File: config.mk
export PLATFORM = sky130hd
export DESIGN_NAME = display_sync_output_control
export DESIGN_NICKNAME = d
export VERILOG_FILES = /design/src/core/display_sync_pkg.sv /design/src/core/display_sync_output_control.sv
export SDC_FILE = /design/constraint.sdc
export NUM_CORES = 1
export LEC_CHECK = 0
export BUFFER_PORTS_ARGS = -buffer_cell sky130_fd_sc_hd__buf_2
export CAP_MARGIN = 0
export CORE_MARGIN = 2
export CORE_UTILIZATION = 55
export DETAILED_ROUTE_END_ITERATION = 16
export GPL_TIMING_DRIVEN = 0
export PLACE_DENSITY_LB_ADDON = 0.15
export SYNTH_ARGS = -nofsm -noshare
export SYNTH_HDL_FRONTEND = slang
export SYNTH_SLANG_ARGS = --single-unit
File: constraint.sdc
create_clock -name sys_clk -period 6.7 [get_ports sys_clk]
set_input_delay 2.01 -clock sys_clk [delete_from_list [all_inputs] [get_ports sys_clk]]
set_output_delay 2.01 -clock sys_clk [all_outputs]
set_load 0.01 [all_outputs]
File: src/core/display_sync_pkg.sv
// Constants and types shared by the display sync and panel power block
package display_sync_pkg;

  // ----------------------------------------------------------------
  // Register map (byte addresses)
  // ----------------------------------------------------------------
  localparam logic [7:0] OFF_CFG = 8'h00;
  localparam logic [7:0] OFF_STATUS = 8'h04;
  localparam logic [7:0] OFF_MASK = 8'h08;
  localparam logic [7:0] OFF_TIM_TOTAL = 8'h0c;
  localparam logic [7:0] OFF_TIM_SYNC = 8'h10;
  localparam logic [7:0] OFF_STATE = 8'h14;

  // ----------------------------------------------------------------
  // Configuration fields
  // ----------------------------------------------------------------
  localparam int BIT_PANEL_EN = 0;
  localparam int BIT_VSYNC_EN = 1;
  localparam int BIT_HSYNC_EN = 2;
  localparam int BIT_BLANK_EN = 3;
  localparam int BIT_DDC_CLK = 4;
  localparam int BIT_TG_EN = 5;
  localparam int BIT_VIRQ_EN = 6;
  localparam int BIT_BLINK_EN = 7;
  localparam int BIT_HSYNC_POL = 8;
  localparam int BIT_VSYNC_POL = 9;
  localparam int BIT_BLINK_RATE = 16;
  localparam int POS_SEQ_DELAY = 17;
  localparam logic [31:0] CFG_WMASK = 32'h000f_03ff;
  localparam logic [31:0] CFG_RESET = 32'h0000_0000;

  // Status and mask bits
  localparam int ST_VIRQ = 0;
  localparam int ST_PANEL_DONE = 1;
  localparam logic [1:0] STATUS_RESET = 2'h0;

  // Timing defaults: {vertical, horizontal}
  localparam logic [31:0] TIM_TOTAL_RESET = 32'h020d_0320;
  localparam logic [31:0] TIM_SYNC_RESET = 32'h01ea_0290;
  localparam int DEF_HSYNC_WIDTH = 96;
  localparam int DEF_VSYNC_WIDTH = 2;

  // ----------------------------------------------------------------
  // Types
  // ----------------------------------------------------------------
  typedef enum logic [2:0] {
    PWR_OFF, PWR_VDD, PWR_SIG, PWR_BIAS, PWR_LIGHT
  } pwr_state_t;

  typedef struct packed {
    logic backlight;
    logic bias;
    logic signals;
    logic vdd;
  } panel_power_t;

endpackage

File: src/core/display_sync_output_control.sv
// Display sync outputs, blink, vertical irq and panel power sequencing
//
// The AHB-Lite register port and the register offsets were left to the implementer.
module display_sync_output_control
  import display_sync_pkg::*;
#(
  parameter int HSYNC_WIDTH = DEF_HSYNC_WIDTH,
  parameter int VSYNC_WIDTH = DEF_VSYNC_WIDTH
)
(
  input wire logic sys_clk, // dot clock
  input wire logic rst, // synchronous reset, high
  input wire logic hsel, // AHB select
  input wire logic [31:0] haddr, // AHB address
  input wire logic [1:0] htrans, // AHB transfer type
  input wire logic hwrite, // AHB write
  input wire logic [2:0] hsize, // AHB size, word only
  input wire logic [31:0] hwdata, // AHB write data
  input wire logic hready, // AHB bus ready
  output logic [31:0] hrdata, // AHB read data
  output logic hreadyout, // AHB slave ready
  output logic hresp, // AHB response, always OKAY
  output logic crtHsync, // CRT horizontal sync
  output logic crt_vertical_sync_pin, // CRT vertical sync / DDC clock
  output logic blankN, // composite blank, low blanks
  output logic panelHsync, // flat panel horizontal sync
  output logic panelVsync, // flat panel vertical sync
  output panel_power_t panelPower, // panel supply steps
  output logic cursorVisible, // hardware cursor shown
  output logic textVisible, // blinking pixels shown
  output logic irq // interrupt, high level
);

  // ----------------------------------------------------------------
  // Bus slave
  // ----------------------------------------------------------------
  logic pendReg, writeReg, readyReg;
  logic [7:0] addrReg;
  logic [31:0] rdataReg, cfgReg, cfgNext;
  logic [31:0] timTotalReg, timSyncReg;
  logic [1:0] statusReg, statusNext, maskReg;
  logic [31:0] readData;
  pwr_state_t stReg, stNext;
  logic [15:0] hCount, vCount;

  wire busReq = hsel & htrans[1] & hready;
  wire doWrite = pendReg & writeReg;
  wire wrCfg = doWrite & (addrReg == OFF_CFG);
  wire wrStatus = doWrite & (addrReg == OFF_STATUS);
  wire wrMask = doWrite & (addrReg == OFF_MASK);
  wire timing_generator_enable = cfgReg[BIT_TG_EN];
  wire wrTotal = doWrite & (addrReg == OFF_TIM_TOTAL) & ~timing_generator_enable;
  wire wrSync = doWrite & (addrReg == OFF_TIM_SYNC) & ~timing_generator_enable;

  assign cfgNext = wrCfg ? (hwdata & CFG_WMASK) : cfgReg;

  assign readData =
    (addrReg == OFF_CFG) ? cfgReg :
    (addrReg == OFF_STATUS) ? {30'h0, statusReg} :
    (addrReg == OFF_MASK) ? {30'h0, maskReg} :
    (addrReg == OFF_TIM_TOTAL) ? timTotalReg :
    (addrReg == OFF_TIM_SYNC) ? timSyncReg :
    (addrReg == OFF_STATE) ? {vCount, 13'h0, stReg} :
    32'h0;

  // One wait state per transfer so a read right after a write
  // already sees the written value.
  always_ff @(posedge sys_clk)
  begin
    if (rst)
    begin
      pendReg <= 1'b0;
      writeReg <= 1'b0;
      addrReg <= 8'h00;
      readyReg <= 1'b1;
      rdataReg <= 32'h0;
    end
    else
    begin
      pendReg <= busReq;
      readyReg <= ~busReq;
      if (busReq)
      begin
        writeReg <= hwrite;
        addrReg <= haddr[7:0];
      end
      if (pendReg)
        rdataReg <= writeReg ? 32'h0 : readData;
    end
  end

  assign hrdata = rdataReg;
  assign hreadyout = readyReg;
  assign hresp = 1'b0;

  always_ff @(posedge sys_clk)
  begin
    if (rst)
    begin
      cfgReg <= CFG_RESET;
      maskReg <= STATUS_RESET;
      timTotalReg <= TIM_TOTAL_RESET;
      timSyncReg <= TIM_SYNC_RESET;
    end
    else
    begin
      cfgReg <= cfgNext;
      if (wrMask)
        maskReg <= hwdata[1:0];
      if (wrTotal)
        timTotalReg <= hwdata;
      if (wrSync)
        timSyncReg <= hwdata;
    end
  end

  // ----------------------------------------------------------------
  // Timing generator
  // ----------------------------------------------------------------
  wire tgHold = rst | ~timing_generator_enable;
  wire [15:0] hTotal = timTotalReg[15:0];
  wire [15:0] vTotal = timTotalReg[31:16];
  wire [15:0] hsStart = timSyncReg[15:0];
  wire [15:0] vsStart = timSyncReg[31:16];
  wire [15:0] hsEnd = hsStart + 16'(HSYNC_WIDTH);
  wire [15:0] vsEnd = vsStart + 16'(VSYNC_WIDTH);
  wire lineEnd = (hCount == hTotal - 16'h0001);
  wire frameEnd = lineEnd & (vCount == vTotal - 16'h0001);
  wire hsyncRaw = (hCount >= hsStart) & (hCount < hsEnd);
  wire vsyncRaw = (vCount >= vsStart) & (vCount < vsEnd);
  wire blankRaw = (hCount >= hsStart) | (vCount >= vsStart);
  wire vsEvent = timing_generator_enable & lineEnd & (vCount == vsStart - 16'h0001);

  // Both dot counters restart while timing is off
  always_ff @(posedge sys_clk)
  begin
    if (tgHold)
    begin
      hCount <= 16'h0000;
      vCount <= 16'h0000;
    end
    else if (lineEnd)
    begin
      hCount <= 16'h0000;
      vCount <= frameEnd ? 16'h0000 : vCount + 16'h0001;
    end
    else
      hCount <= hCount + 16'h0001;
  end

  // ----------------------------------------------------------------
  // Blink
  // ----------------------------------------------------------------
  logic [5:0] blinkCnt;
  wire blinkEn = cfgReg[BIT_BLINK_EN];
  wire blinkSlow = cfgReg[BIT_BLINK_RATE];
  wire cursorPhase = blinkSlow ? blinkCnt[4] : blinkCnt[3];
  wire textPhase = blinkSlow ? blinkCnt[5] : blinkCnt[4];

  always_ff @(posedge sys_clk)
  begin
    if (tgHold)
      blinkCnt <= 6'h00;
    else if (frameEnd)
      blinkCnt <= blinkCnt + 6'h01;
  end

  // ----------------------------------------------------------------
  // Panel power sequencer
  // ----------------------------------------------------------------
  logic [2:0] dlyCnt;
  pwr_state_t stUp, stDown;
  panel_power_t panelNext;
  wire panelEn = cfgReg[BIT_PANEL_EN];
  wire [2:0] seqDelay = cfgReg[POS_SEQ_DELAY +: 3];
  wire goUp = panelEn & (stReg != PWR_LIGHT);
  wire goDown = ~panelEn & (stReg != PWR_OFF);
  wire moving = goUp | goDown;
  // Nonzero delays count frames, so they stall while timing is off
  wire delayDone = (seqDelay == 3'h0) |
    (frameEnd & (dlyCnt == seqDelay - 3'h1));
  wire stepNow = moving & delayDone;

  always_comb
  begin
    stUp = stReg;
    stDown = stReg;
    case (stReg)
      PWR_OFF: stUp = PWR_VDD;
      PWR_VDD:
      begin
        stUp = PWR_SIG;
        stDown = PWR_OFF;
      end
      PWR_SIG:
      begin
        stUp = PWR_BIAS;
        stDown = PWR_VDD;
      end
      PWR_BIAS:
      begin
        stUp = PWR_LIGHT;
        stDown = PWR_SIG;
      end
      PWR_LIGHT: stDown = PWR_BIAS;
      default:
      begin
        stUp = PWR_OFF;
        stDown = PWR_OFF;
      end
    endcase
  end

  assign stNext = !stepNow ? stReg : (goUp ? stUp : stDown);

  always_comb
  begin
    panelNext.vdd = (stNext != PWR_OFF);
    panelNext.signals = (stNext == PWR_SIG) | (stNext == PWR_BIAS) |
      (stNext == PWR_LIGHT);
    panelNext.bias = (stNext == PWR_BIAS) | (stNext == PWR_LIGHT);
    panelNext.backlight = (stNext == PWR_LIGHT);
  end

  always_ff @(posedge sys_clk)
  begin
    if (rst)
    begin
      stReg <= PWR_OFF;
      dlyCnt <= 3'h0;
    end
    else
    begin
      stReg <= stNext;
      dlyCnt <= (!moving | stepNow) ? 3'h0 :
        (frameEnd ? dlyCnt + 3'h1 : dlyCnt);
    end
  end

  // ----------------------------------------------------------------
  // Status, mask, interrupt
  // ----------------------------------------------------------------
  wire vienBit = cfgReg[BIT_VIRQ_EN];
  wire panelDone = stepNow &
    (stNext == (panelEn ? PWR_LIGHT : PWR_OFF));

  // Hardware set wins over a write-one clear in the same cycle
  always_comb
  begin
    statusNext[ST_VIRQ] = vienBit & ((vsEvent) |
      (statusReg[ST_VIRQ] & ~(wrStatus & hwdata[ST_VIRQ])));
    statusNext[ST_PANEL_DONE] = panelDone |
      (statusReg[ST_PANEL_DONE] & ~(wrStatus & hwdata[ST_PANEL_DONE]));
  end

  // ----------------------------------------------------------------
  // Output flops
  // ----------------------------------------------------------------
  wire hsEn = cfgReg[BIT_HSYNC_EN];
  wire vsEn = cfgReg[BIT_VSYNC_EN];
  wire hsOut = hsEn & (timing_generator_enable & hsyncRaw ^ cfgReg[BIT_HSYNC_POL]);
  wire vsOut = vsEn ? (timing_generator_enable & vsyncRaw ^ cfgReg[BIT_VSYNC_POL]) :
    cfgReg[BIT_DDC_CLK];
  wire blankOut = cfgReg[BIT_BLANK_EN] & ~(blankRaw | ~timing_generator_enable);

  always_ff @(posedge sys_clk)
  begin
    if (rst)
    begin
      statusReg <= STATUS_RESET;
      irq <= 1'b0;
      crtHsync <= 1'b0;
      crt_vertical_sync_pin <= 1'b0;
      blankN <= 1'b0;
      panelHsync <= 1'b0;
      panelVsync <= 1'b0;
      panelPower <= '0;
      cursorVisible <= 1'b1;
      textVisible <= 1'b1;
    end
    else
    begin
      statusReg <= statusNext;
      irq <= |(statusNext & maskReg);
      crtHsync <= hsOut;
      crt_vertical_sync_pin <= vsOut;
      blankN <= blankOut;
      panelHsync <= panelNext.signals & timing_generator_enable & hsyncRaw;
      panelVsync <= panelNext.signals & timing_generator_enable & vsyncRaw;
      panelPower <= panelNext;
      cursorVisible <= ~blinkEn | ~cursorPhase;
      textVisible <= ~blinkEn | ~textPhase;
    end
  end
endmodule

==> results of run 1 <==
[layout make-up]
type | count | share of cell area (%)
Inverter | 56 | 1.72
Timing Repair Buffer | 90 | 3.68
Buffer | 98 | 3.10
Clock inverter | 15 | 1.63
Tap cell | 265 | 2.71
Sequential cell | 181 | 29.6
Clock buffer | 17 | 3.47
Multi-Input combinational cell | 1058 | 54.1
[where the power goes]
part           switching (W)  internal (W)   total, W  leakage (nW)
clock network       0.000540      0.000513    0.00105         0.298
registers         0.00000211       0.00108    0.00108          1.46
logic              0.0000592     0.0000236  0.0000828          2.86
total               0.000601       0.00161    0.00222          4.62
[flip-flops by register name, indices dropped and copies added (netlist names), 2 cells and up]
name and count:
blinkCnt 6, dlyCnt 3, addrReg 8, panelPower 4, timTotalReg 32, statusReg 2
maskReg 2, hrdata 32, hCount 16, stReg 3, cfgReg 14, timSyncReg 32
vCount 16
[metal layers]
layer	up-vias	global-route usage, %	share of wire [%]
met4	2	15.3	4.3
met2	476	52.1	45
met5	-	0	0.024
met3	82	5.70	7.5
li1	5136	-	-
met1	5005	41.8	43
[tightest hold or removal path: cells and delay by family (launching register included)]
kind | cells | cell delay [ns]
AO/OA/AOI/OAI | 1 | 0.06
flip-flops | 1 | 0.31
AND/OR/NAND/NOR | 1 | 0.05
[synthesized netlist by cell type (all sizes together), types with 10 or more instances]
master,n,area share [%]
o31ai,10,0.74
a211oi,10,0.74
a21oi,124,5.7
xor2,36,2.9
a22o,25,2.0
nand2,201,7.0
o21ai,33,1.5
nand3,45,2.1
a21o,13,0.90
inv,56,1.9
dfxtp,181,33
ha,70,8.1
nor2,134,4.6
a22oi,41,2.8
clkbuf,89,3.1
nor3,29,1.3
xnor2,66,5.3
or3,14,0.81
nand4,22,1.3
a211o,20,1.6
nor4,20,1.2
nand3b,11,0.76
nor2b,13,0.75
and3,14,0.81
[worst min path at each step]
stage | slack [ns] | to | depth (start not counted) | startpoint
after floorplan | 0.44 | timSyncReg[1]$_SDFFE_PP0P_ | 2 | timSyncReg[1]$_SDFFE_PP0P_
final | 0.47 | timSyncReg[1]$_SDFFE_PP0P_ | 2 | timSyncReg[1]$_SDFFE_PP0P_
after detailed placement | 0.45 | timSyncReg[1]$_SDFFE_PP0P_ | 2 | timSyncReg[1]$_SDFFE_PP0P_
after global routing | 0.50 | timSyncReg[1]$_SDFFE_PP0P_ | 2 | timSyncReg[1]$_SDFFE_PP0P_
after CTS | 0.46 | timSyncReg[1]$_SDFFE_PP0P_ | 2 | timSyncReg[1]$_SDFFE_PP0P_
after global placement | 0.44 | timSyncReg[1]$_SDFFE_PP0P_ | 2 | timSyncReg[1]$_SDFFE_PP0P_
[cell families after synthesis]
kind of cell / Yosys count / synth area share (%)
xor gates and xnor gates: 102 / 8.24
muxes: 7 / 0.670
DFF: 181 / 33.4
AOI/OAI and AO/OA: 326 / 20.1
adders and majority gates: 70 / 8.08
buffers and inverters: 154 / 5.44
and+or+nand+nor: 552 / 24.0
other: 1 / 0.0346
[per-stage QoR]
stage	hold WS, ns	instance area [um2]
floorplan	0.436	10800
global placement	0.444	11600
detailed placement	0.453	11600
CTS	0.463	12200
global route	0.497	12200
finish	0.470	12200
==> qor.yml, run 1 <==
outcome:
  outcome: "completed"
worst_setup_path:
  reg2reg_from: "timTotalReg[0]$_SDFFE_PP0P_"
  slowest_stage: "clkbuf_1"
  crit_start: "timTotalReg[0]$_SDFFE_PP0P_"
  cp-endpoint: "hCount[6]$_SDFF_PP0_"
  rrSetupSlack_ns: 2.48
  crit_buf_inv: 5
  cp.required_ns: 7.08
  crit_path_cell_trace: "clkbuf_1 -> inv_1 -> ha_1 -> or4b_1 -> buf_2 -> o41a_1 -> a211oi_1 -> a211oi_2 -> o2111ai_2 -> clkbuf_1 -> nand2_1 -> clkbuf_1 -> nor2_1"
  cp_top_family: "buffers and inverters"
  r2r-end: "hCount[6]$_SDFF_PP0_"
  criticalPathCategory: "register to register"
  end_kind: "register"
  reg2regPathDepth: 13
  crit_path_frequent_cell: "clkbuf_1"
  worstPathArrival_ns: 4.60
  cp.depth: 13
  critPathLaunchType: "register"
  max_stage_delay_ns: 0.64
  cp_max_fo: 10
routing:
  drc: 0
  drtPass1Iterations: 5
  via_count: 10701
  ant_nets: 0
  first_iter_violations: 977
  routed_via_density: 6.01
  drt-wirelength-per-cell_um: 19.0
  routed_wl_um: 33700
yosys:
  async_flop_share_pct: 0
  synth_edf_count: 0
  syn_area_um2: 10800
  ys_seq_elements: 181
  syn-num-nets: 1537
  synth_flop_cell: "dfxtp_1"
  synth-seq-area-share_pct: 33.4
  yosys_warnings: 0
  synth_cells: 1393
  synth_cell_types: 74
  syn_area_per_cell_um2: 7.78
place:
  portBuffers: 90
  gp_congestion: 0.994
  place_inst: 1748
  dp_slack_ns: 2.59
  dp_hpwl_um: 25900
sta:
  tightest_slew_ns: 1.03
  rsz0062_at_grt: "false"
  max_slew_margin_pct: 31.0
  max_freq_mhz: 237
  final-setup-viol-count: 0
  finClkSkew_ns: 0.0144
  final_max_slew_viol_count: 0
  setup_tns_ns: 0
  period_needed_ns: 4.22
  hold_viol: 0
  fin_crit_sh_pct: 63.0
  timing.final.ws_setup_ns: 2.48
floorplanning:
  core_area_um2: 19400
  die-area_um2: 20800
  die_h_um: 144
  io_pins: 120
  rows: 51
  die_w_um: 144
  start_util_pct: 55.9
global_route:
  grt_usage_pct: 32.2
  gr-total-overflow: 0
  grt_pass1_vias: 9769
  grt_pass1_wl_um: 51500
  grt_max_degree: 22
  antenna_found_initial: 1
layout:
  final_common_cell: "nand2_1"
  multi_input_area_um2: 6630
  final_cell_mix: "201 x nand2_1, 181 x dfxtp_1, 134 x nor2_1"
  fin_cells: 1780
  fin_util_pct: 63.1
  nFillCells: 1786
  drive_gt1_share_pct: 9.44
  register_area_um2: 3620
  antenna_cells: 0
  final_nets: 1646
  area_growth_syn_to_layout_pct: 13.0
clock_tree:
  cts-root-buf: "clkbuf_16"
  cts_setup_buffers: 0
  cts.repair.resized: 0
  clkTransAtPathRegs_ns: 0.08
  ctsHtreeMaxLevel: 4
  insertion_delay_ns: 0.45
  cts_sinks: 181
  numCtsBuffers: 17
  cts_hold_buf: 0
  clockBufferDepth: 2
  cts_tree: "built"
pwr:
  finalPower_w: 0.00222
  power_leakage_nw: 4.62
  powerDensity_nw_per_um2: 181
  vdd_ir_drop_max_mv: 0.195
flow_run:
  drv_cap: 0
hold_path:
  worstHoldPathType: "register to register"
No activity file was read; power rests on OpenSTA's default activity.
==> run 2, diff against run 1 <==
==> constraint.sdc (replaced) <==
create_clock -name sys_clk -period 4.3 [get_ports sys_clk]
set_input_delay 1.29 -clock sys_clk [delete_from_list [all_inputs] [get_ports sys_clk]]
set_output_delay 1.29 -clock sys_clk [all_outputs]
set_load 0.01 [all_outputs]
==> run 2 against run 1 <==
  * Power grew 56%
  * Sequential share of layout area is essentially flat
  * Hold slack gained 0.00092 ns
  * Register-to-register slack lost 2.3 ns
  * Setup slack lost 2.3 ns
  * Clock power grew 56%
==> qor.yml, run 2 (synthesis gave the netlist of run 1 again) <==
worst_setup_path:
  rrSetupSlack_ns: 0.17  # -2.32 ns
  reg2regPathDepth: 14  # +1
  worstPathArrival_ns: 4.47  # -0.13 ns
  slowest_stage: "or4b_1"
  critPathLaunchType: "register"
  r2r-end: "vCount[8]$_SDFFE_PP0N_"
  cp_max_fo: 10  # unchanged
  cp.required_ns: 4.63  # -2.45 ns
  crit_buf_inv: 5  # unchanged
  crit_path_frequent_cell: "buf_2"
  cp.depth: 14  # +1
  end_kind: "register"
  max_stage_delay_ns: 0.44  # -0.20 ns
  crit_path_cell_trace: "clkbuf_1 -> inv_1 -> ha_1 -> or4b_1 -> buf_2 -> nor4_2 -> a211oi_1 -> a211oi_2 -> o2111ai_2 -> or2_1 -> buf_2 -> nand2_1 -> buf_2 -> nor2_1"
  reg2reg_from: "timTotalReg[0]$_SDFFE_PP0P_"
  criticalPathCategory: "register to register"
  cp_top_family: "simple AND/OR/NAND/NOR gates"
sta:
  period_needed_ns: 4.13  # -0.0840 ns
  final_max_slew_viol_count: 0  # unchanged
  setup_tns_ns: 0  # unchanged
  max_slew_margin_pct: 31.3  # +0.29 points
  max_freq_mhz: 242  # +2.0%
  rsz0062_at_grt: "false"
  hold_viol: 0  # unchanged
  tightest_slew_ns: 1.02  # -0.00424 ns
  finClkSkew_ns: 0.0148  # +0.000447 ns
  final-setup-viol-count: 0  # unchanged
  timing.final.ws_setup_ns: 0.165  # -2.32 ns
  fin_crit_sh_pct: 96.2  # +33 points
routing:
  first_iter_violations: 976  # -0.10%
  drc: 0  # unchanged
  drt-wirelength-per-cell_um: 18.9  # about the same
  ant_nets: 0  # unchanged
  routed_wl_um: 33700  # about the same
  drtPass1Iterations: 7  # +2
  via_count: 10708  # +0.065%
  routed_via_density: 6.02  # about the same
layout:
  final_nets: 1646  # unchanged
  antenna_cells: 0  # unchanged
  final_cell_mix: "201 x nand2_1, 181 x dfxtp_1, 134 x nor2_1"
  final_common_cell: "nand2_1"
  drive_gt1_share_pct: 9.50  # +0.066 points
  area_growth_syn_to_layout_pct: 13.0  # about the same
pwr:
  comb_power_share_pct: 3.7  # about the same
  power.switching_w: 0.000938  # +56%
  p_sw_share_pct: 27.2  # about the same
  powerDensity_nw_per_um2: 282  # +56%
  clockPowerShare_pct: 47.6  # about the same
  internal-power_w: 0.00252  # +56%
  vdd_ir_drop_max_mv: 0.304  # +56%
  power_leakage_nw: 4.62  # about the same
  power.share.sequential_pct: 48.7  # about the same
clock_tree:
  ctsHtreeMaxLevel: 4  # unchanged
  cts_hold_buf: 0  # unchanged
  cts_tree: "built"
  insertion_delay_ns: 0.45  # about the same
  clkTransAtPathRegs_ns: 0.07  # about the same
  numCtsBuffers: 17  # unchanged
  clockBufferDepth: 2  # unchanged
  cts-root-buf: "clkbuf_16"
  cts_sinks: 181  # unchanged
global_route:
  grt_max_degree: 22  # unchanged
  grt_usage_pct: 32.2  # unchanged
  antenna_found_initial: 1  # unchanged
  grt_pass1_wl_um: 51500  # unchanged
  grt_pass1_vias: 9769  # unchanged
  gr-total-overflow: 0  # unchanged
outcome:
  outcome: "completed"
floorplanning:
  die_w_um: 144  # unchanged
  io_pins: 120  # unchanged
  die-area_um2: 20800  # unchanged
  start_util_pct: 55.9  # unchanged
  core_area_um2: 19400  # unchanged
  rows: 51  # unchanged
  die_h_um: 144  # unchanged
place:
  dp_slack_ns: 0.185  # -2.40 ns
  portBuffers: 90  # unchanged
  gp_congestion: 0.994  # unchanged
  dp_hpwl_um: 25900  # unchanged
hold_path:
  worstHoldPathCells: 2  # unchanged
  worstHoldPathType: "register to register"
  min_from: "timSyncReg[1]$_SDFFE_PP0P_"
  hold_end: "timSyncReg[1]$_SDFFE_PP0P_"
flow_run:
  drv_cap: 0  # unchanged
[run 2: layout make-up]
class	instances	area (um2)
clock inverter	15	200
tap	265	332
clock buffer	17	425
buffer	98	380
fill	1786	7150
timing repair buffer	90	450
multi-input combinational	1058	6630
inverter	56	210
sequential	181	3620
[run 2: worst max path at each step]
stage / startpoint / endpoint / slack (ns)
finish: timTotalReg[0]$_SDFFE_PP0P_ / vCount[8]$_SDFFE_PP0N_ / 0.17
global route: timTotalReg[0]$_SDFFE_PP0P_ / vCount[13]$_SDFFE_PP0N_ / 0.0008
CTS: timTotalReg[0]$_SDFFE_PP0P_ / hCount[6]$_SDFF_PP0_ / 0.14
detailed placement: timTotalReg[0]$_SDFFE_PP0P_ / hCount[6]$_SDFF_PP0_ / 0.19
global placement: timTotalReg[0]$_SDFFE_PP0P_ / hCount[6]$_SDFF_PP0_ / 0.20
floorplan: timTotalReg[0]$_SDFFE_PP0P_ / stReg[1]$_SDFF_PP0_ / 1.15
[run 2: per-stage QoR]
step / cell area (um2) / total power [W] / hold WS [ns] / util [%] / instances
2_1_floorplan: 10800 / 0.00178 / 0.436 / - / 1393
3_3_place_gp: 11600 / 0.00184 / 0.444 / 59.9 / 1748
3_5_place_dp: 11600 / 0.00184 / 0.453 / 59.9 / 1748
4_1_cts: 12200 / 0.00345 / 0.463 / 63.1 / 1780
5_1_grt: 12200 / 0.00353 / 0.497 / 63.1 / 1780
6_report: 12200 / 0.00345 / 0.471 / 63.1 / 1780
[run 2: metal layers]
metal / part of all wire (%) / GRT usage, %
met1: 43 / 41.8
met3: 7.7 / 5.70
met4: 4.6 / 15.3
met2: 45 / 52.1
met5: 0.024 / 0
[run 2: worst register-to-register path, cell delays in order, from the launching register on]
cell and delay, ns:
dfxtp_1 0.31, clkbuf_1 0.26, inv_1 0.12, ha_1 0.23, or4b_1 0.44, buf_2 0.18, nor4_2 0.34, a211oi_1 0.14
a211oi_2 0.32, o2111ai_2 0.33, or2_1 0.38, buf_2 0.21, nand2_1 0.36, buf_2 0.32, nor2_1 0.08
[run 2: timing repair]
item	4_1_cts	5_1_grt
setup buffers	0	0
endpoints found under the setup margin	0	10
gates resized for setup	0	2
[run 2: power by group through the flow]
stage	registers, W	clock network [W]	logic, W
2_1_floorplan	0.00172	0	0.0000587
3_3_place_gp	0.00172	0	0.000123
3_5_place_dp	0.00172	0	0.000123
4_1_cts	0.00168	0.00164	0.000124
5_1_grt	0.00168	0.00171	0.000135
6_report	0.00168	0.00164	0.000129
==> run 3, diff against run 2 <==
--- a/config.mk
+++ b/config.mk
@@ -12,6 +12,7 @@
 export DETAILED_ROUTE_END_ITERATION = 16
 export GPL_TIMING_DRIVEN = 0
 export PLACE_DENSITY_LB_ADDON = 0.15
+export SETUP_SLACK_MARGIN = 0.5
 export SYNTH_ARGS = -nofsm -noshare
 export SYNTH_HDL_FRONTEND = slang
 export SYNTH_SLANG_ARGS = --single-unit
==> run 3 against run 2 <==
  * Core utilization is 0.41 points higher
  * Routed wire length is 0.23% higher
  * Hold slack worse by 0.0060 ns
  * Final cell count is 0.17% higher
  * Power is 0.11% higher
  * Sequential power hardly changed
  * Clock power hardly changed
  * Global-route usage stayed put
  * Flip-flop and latch count stayed put
  * Highest routed layer unchanged
==> qor.yml, run 3 (synthesis gave the netlist of run 1 again) <==
clock_tree:
  cts_sinks: 181  # unchanged
  insertion_delay_ns: 0.45  # about the same
  clkTransAtPathRegs_ns: 0.08  # about the same
  clockBufferDepth: 2  # unchanged
  cts-root-buf: "clkbuf_16"
  ctsHtreeMaxLevel: 4  # unchanged
  cts_tree: "built"
  numCtsBuffers: 17  # unchanged
floorplanning:
  rows: 51  # unchanged
  start_util_pct: 55.9  # unchanged
  die-area_um2: 20800  # unchanged
  io_pins: 120  # unchanged
  core_area_um2: 19400  # unchanged
  die_w_um: 144  # unchanged
  die_h_um: 144  # unchanged
global_route:
  gr-total-overflow: 0  # unchanged
  grt_usage_pct: 32.2  # unchanged
  grt_pass1_wl_um: 51500  # about the same
  antenna_found_initial: 1  # unchanged
  grt_max_degree: 22  # unchanged
  grt_pass1_vias: 9787  # +0.18%
hold_path:
  worstHoldPathType: "register to register"
worst_setup_path:
  reg2regPathDepth: 15  # +1
  rrSetupSlack_ns: 0.63  # +0.46 ns
  cp.required_ns: 4.69  # +0.06 ns
  crit_start: "timTotalReg[0]$_SDFFE_PP0P_"
  worstPathArrival_ns: 4.06  # -0.41 ns
  critPathLaunchType: "register"
  cp_max_fo: 10  # unchanged
  end_kind: "register"
  reg2reg_from: "timTotalReg[0]$_SDFFE_PP0P_"
  criticalPathCategory: "register to register"
  r2r-end: "vCount[14]$_SDFFE_PP0N_"
  cp-endpoint: "vCount[14]$_SDFFE_PP0N_"
routing:
  first_iter_violations: 964  # -1.2%
  top_layer: "met5"
  wl_met1_um: 14200  # -1.6%
  drtPass1Iterations: 7  # unchanged
  routed_wl_um: 33800  # +0.23%
  wl_met3_um: 2850  # +10%
  routed_via_density: 6.08  # +1.1%
  drc: 0  # unchanged
  drt-wirelength-per-cell_um: 19.0  # about the same
  via_count: 10841  # +1.2%
  wl_met2_um: 15300  # +0.41%
  ant_nets: 0  # unchanged
pwr:
  vdd_ir_drop_max_mv: 0.308  # +1.1%
  clockPowerShare_pct: 47.6  # about the same
  p_sw_share_pct: 27.2  # +0.084 points
  power.share.sequential_pct: 48.6  # about the same
  power_leakage_nw: 4.65  # +0.67%
  powerDensity_nw_per_um2: 280  # -0.55%
  power.switching_w: 0.000942  # +0.42%
  comb_power_share_pct: 3.7  # about the same
  internal-power_w: 0.00251  # about the same
sta:
  final-setup-viol-count: 0  # unchanged
  timing.final.ws_setup_ns: 0.625  # +0.460 ns
  setup_tns_ns: 0  # unchanged
  max_freq_mhz: 272  # +13%
  max_slew_margin_pct: 34.8  # +3.5 points
  final_max_slew_viol_count: 0  # unchanged
  tightest_slew_ns: 0.969  # -0.0522 ns
  rsz0062_at_grt: "true"
  period_needed_ns: 3.67  # -0.460 ns
  finClkSkew_ns: 0.0159  # +0.00107 ns
  fin_crit_sh_pct: 85.5  # -11 points
  hold_viol: 0  # unchanged
layout:
  final_common_cell: "nand2_1"
  final_cell_mix: "200 x nand2_1, 181 x dfxtp_1, 134 x nor2_1"
  final_nets: 1649  # +0.18%
  drive_gt1_share_pct: 10.3  # +0.77 points
  antenna_cells: 0  # unchanged
  area_growth_syn_to_layout_pct: 13.7
place:
  dp_slack_ns: 0.185  # unchanged
  gp_congestion: 0.994  # unchanged
  portBuffers: 90  # unchanged
  dp_hpwl_um: 25900  # unchanged
flow_run:
  drv_cap: 0  # unchanged
outcome:
  outcome: "completed"
-- run 3: cell count changes in the layout (fill, tap and decap cells not counted), moves of 2 or more --
cell      delta
clkbuf_4     +2
buf_2        -2
clkbuf_2     +3
clkbuf_1     -4
buf_4        +3
-- run 3: worst min-delay path by stage --
stage	startpoint	to	slack, ns	depth (start not counted)
after floorplan	timSyncReg[1]$_SDFFE_PP0P_	timSyncReg[1]$_SDFFE_PP0P_	0.44	2
after global placement	timSyncReg[1]$_SDFFE_PP0P_	timSyncReg[1]$_SDFFE_PP0P_	0.44	2
after detailed placement	timSyncReg[1]$_SDFFE_PP0P_	timSyncReg[1]$_SDFFE_PP0P_	0.45	2
after CTS	timSyncReg[1]$_SDFFE_PP0P_	timSyncReg[1]$_SDFFE_PP0P_	0.46	2
after global routing	timSyncReg[1]$_SDFFE_PP0P_	timSyncReg[1]$_SDFFE_PP0P_	0.50	2
final	timSyncReg[1]$_SDFFE_PP0P_	timSyncReg[1]$_SDFFE_PP0P_	0.47	2
-- run 3: worst max-delay path: stages, from the launching register on --
cell and delay, ns:
dfxtp_1 0.31, clkbuf_2 0.21, inv_1 0.09, ha_1 0.22, or4b_1 0.44, buf_2 0.18, o41a_1 0.38, a211oi_1 0.27
a211oi_2 0.05, buf_4 0.17, o2111ai_4 0.30, or2_4 0.21, clkbuf_4 0.20, nand2_2 0.20, buf_6 0.25, nor2_1 0.11
-- run 3: routing by layer --
layer  GRT usage [%]  vias up
li1                -     5150
met1            41.7     5062
met2            52.1      539
met3            5.79       88
met4            15.5        2
met5               0        -
-- run 3: area by class of cell --
| class | count | area (um2) |
|---|---|---|
| Buffer | 98 | 397 |
| Tap cell | 265 | 332 |
| Sequential cell | 181 | 3620 |
| Fill cell | 1780 | 7070 |
| Clock buffer | 17 | 425 |
| Inverter | 56 | 210 |
| Timing Repair Buffer | 93 | 473 |
| Multi-Input combinational cell | 1058 | 6670 |
| Clock inverter | 15 | 200 |
-- run 3: through the flow --
step | cell area [um2] | power, W | hold WS, ns | std cells | utilization, %
final | 12300 | 0.00346 | 0.465 | 1783 | 63.6
after detailed placement | 11600 | 0.00184 | 0.453 | 1748 | 59.9
after global placement | 11600 | 0.00184 | 0.444 | 1748 | 59.9
after CTS | 12300 | 0.00345 | 0.463 | 1781 | 63.3
after global routing | 12300 | 0.00353 | 0.497 | 1783 | 63.6
after floorplan | 10800 | 0.00178 | 0.436 | 1393 | -
-- run 3: power groups by stage --
| stage | sequential [W] | combinational (W) | clock (W) |
|---|---|---|---|
| after floorplan | 0.00172 | 0.0000587 | 0 |
| after global placement | 0.00172 | 0.000123 | 0 |
| after detailed placement | 0.00172 | 0.000123 | 0 |
| after CTS | 0.00168 | 0.000124 | 0.00164 |
| after global routing | 0.00168 | 0.000135 | 0.00171 |
| final | 0.00168 | 0.000129 | 0.00165 |
-- run 3: repair_timing --
action | CTS | global route
hold buffers | 0 | 0
cloned | 0 | 0
gates resized for setup | 6 | 13
buffers inserted | 1 | 2
pin swaps | 1 | 1
setup endpoints to repair | 35 | 40
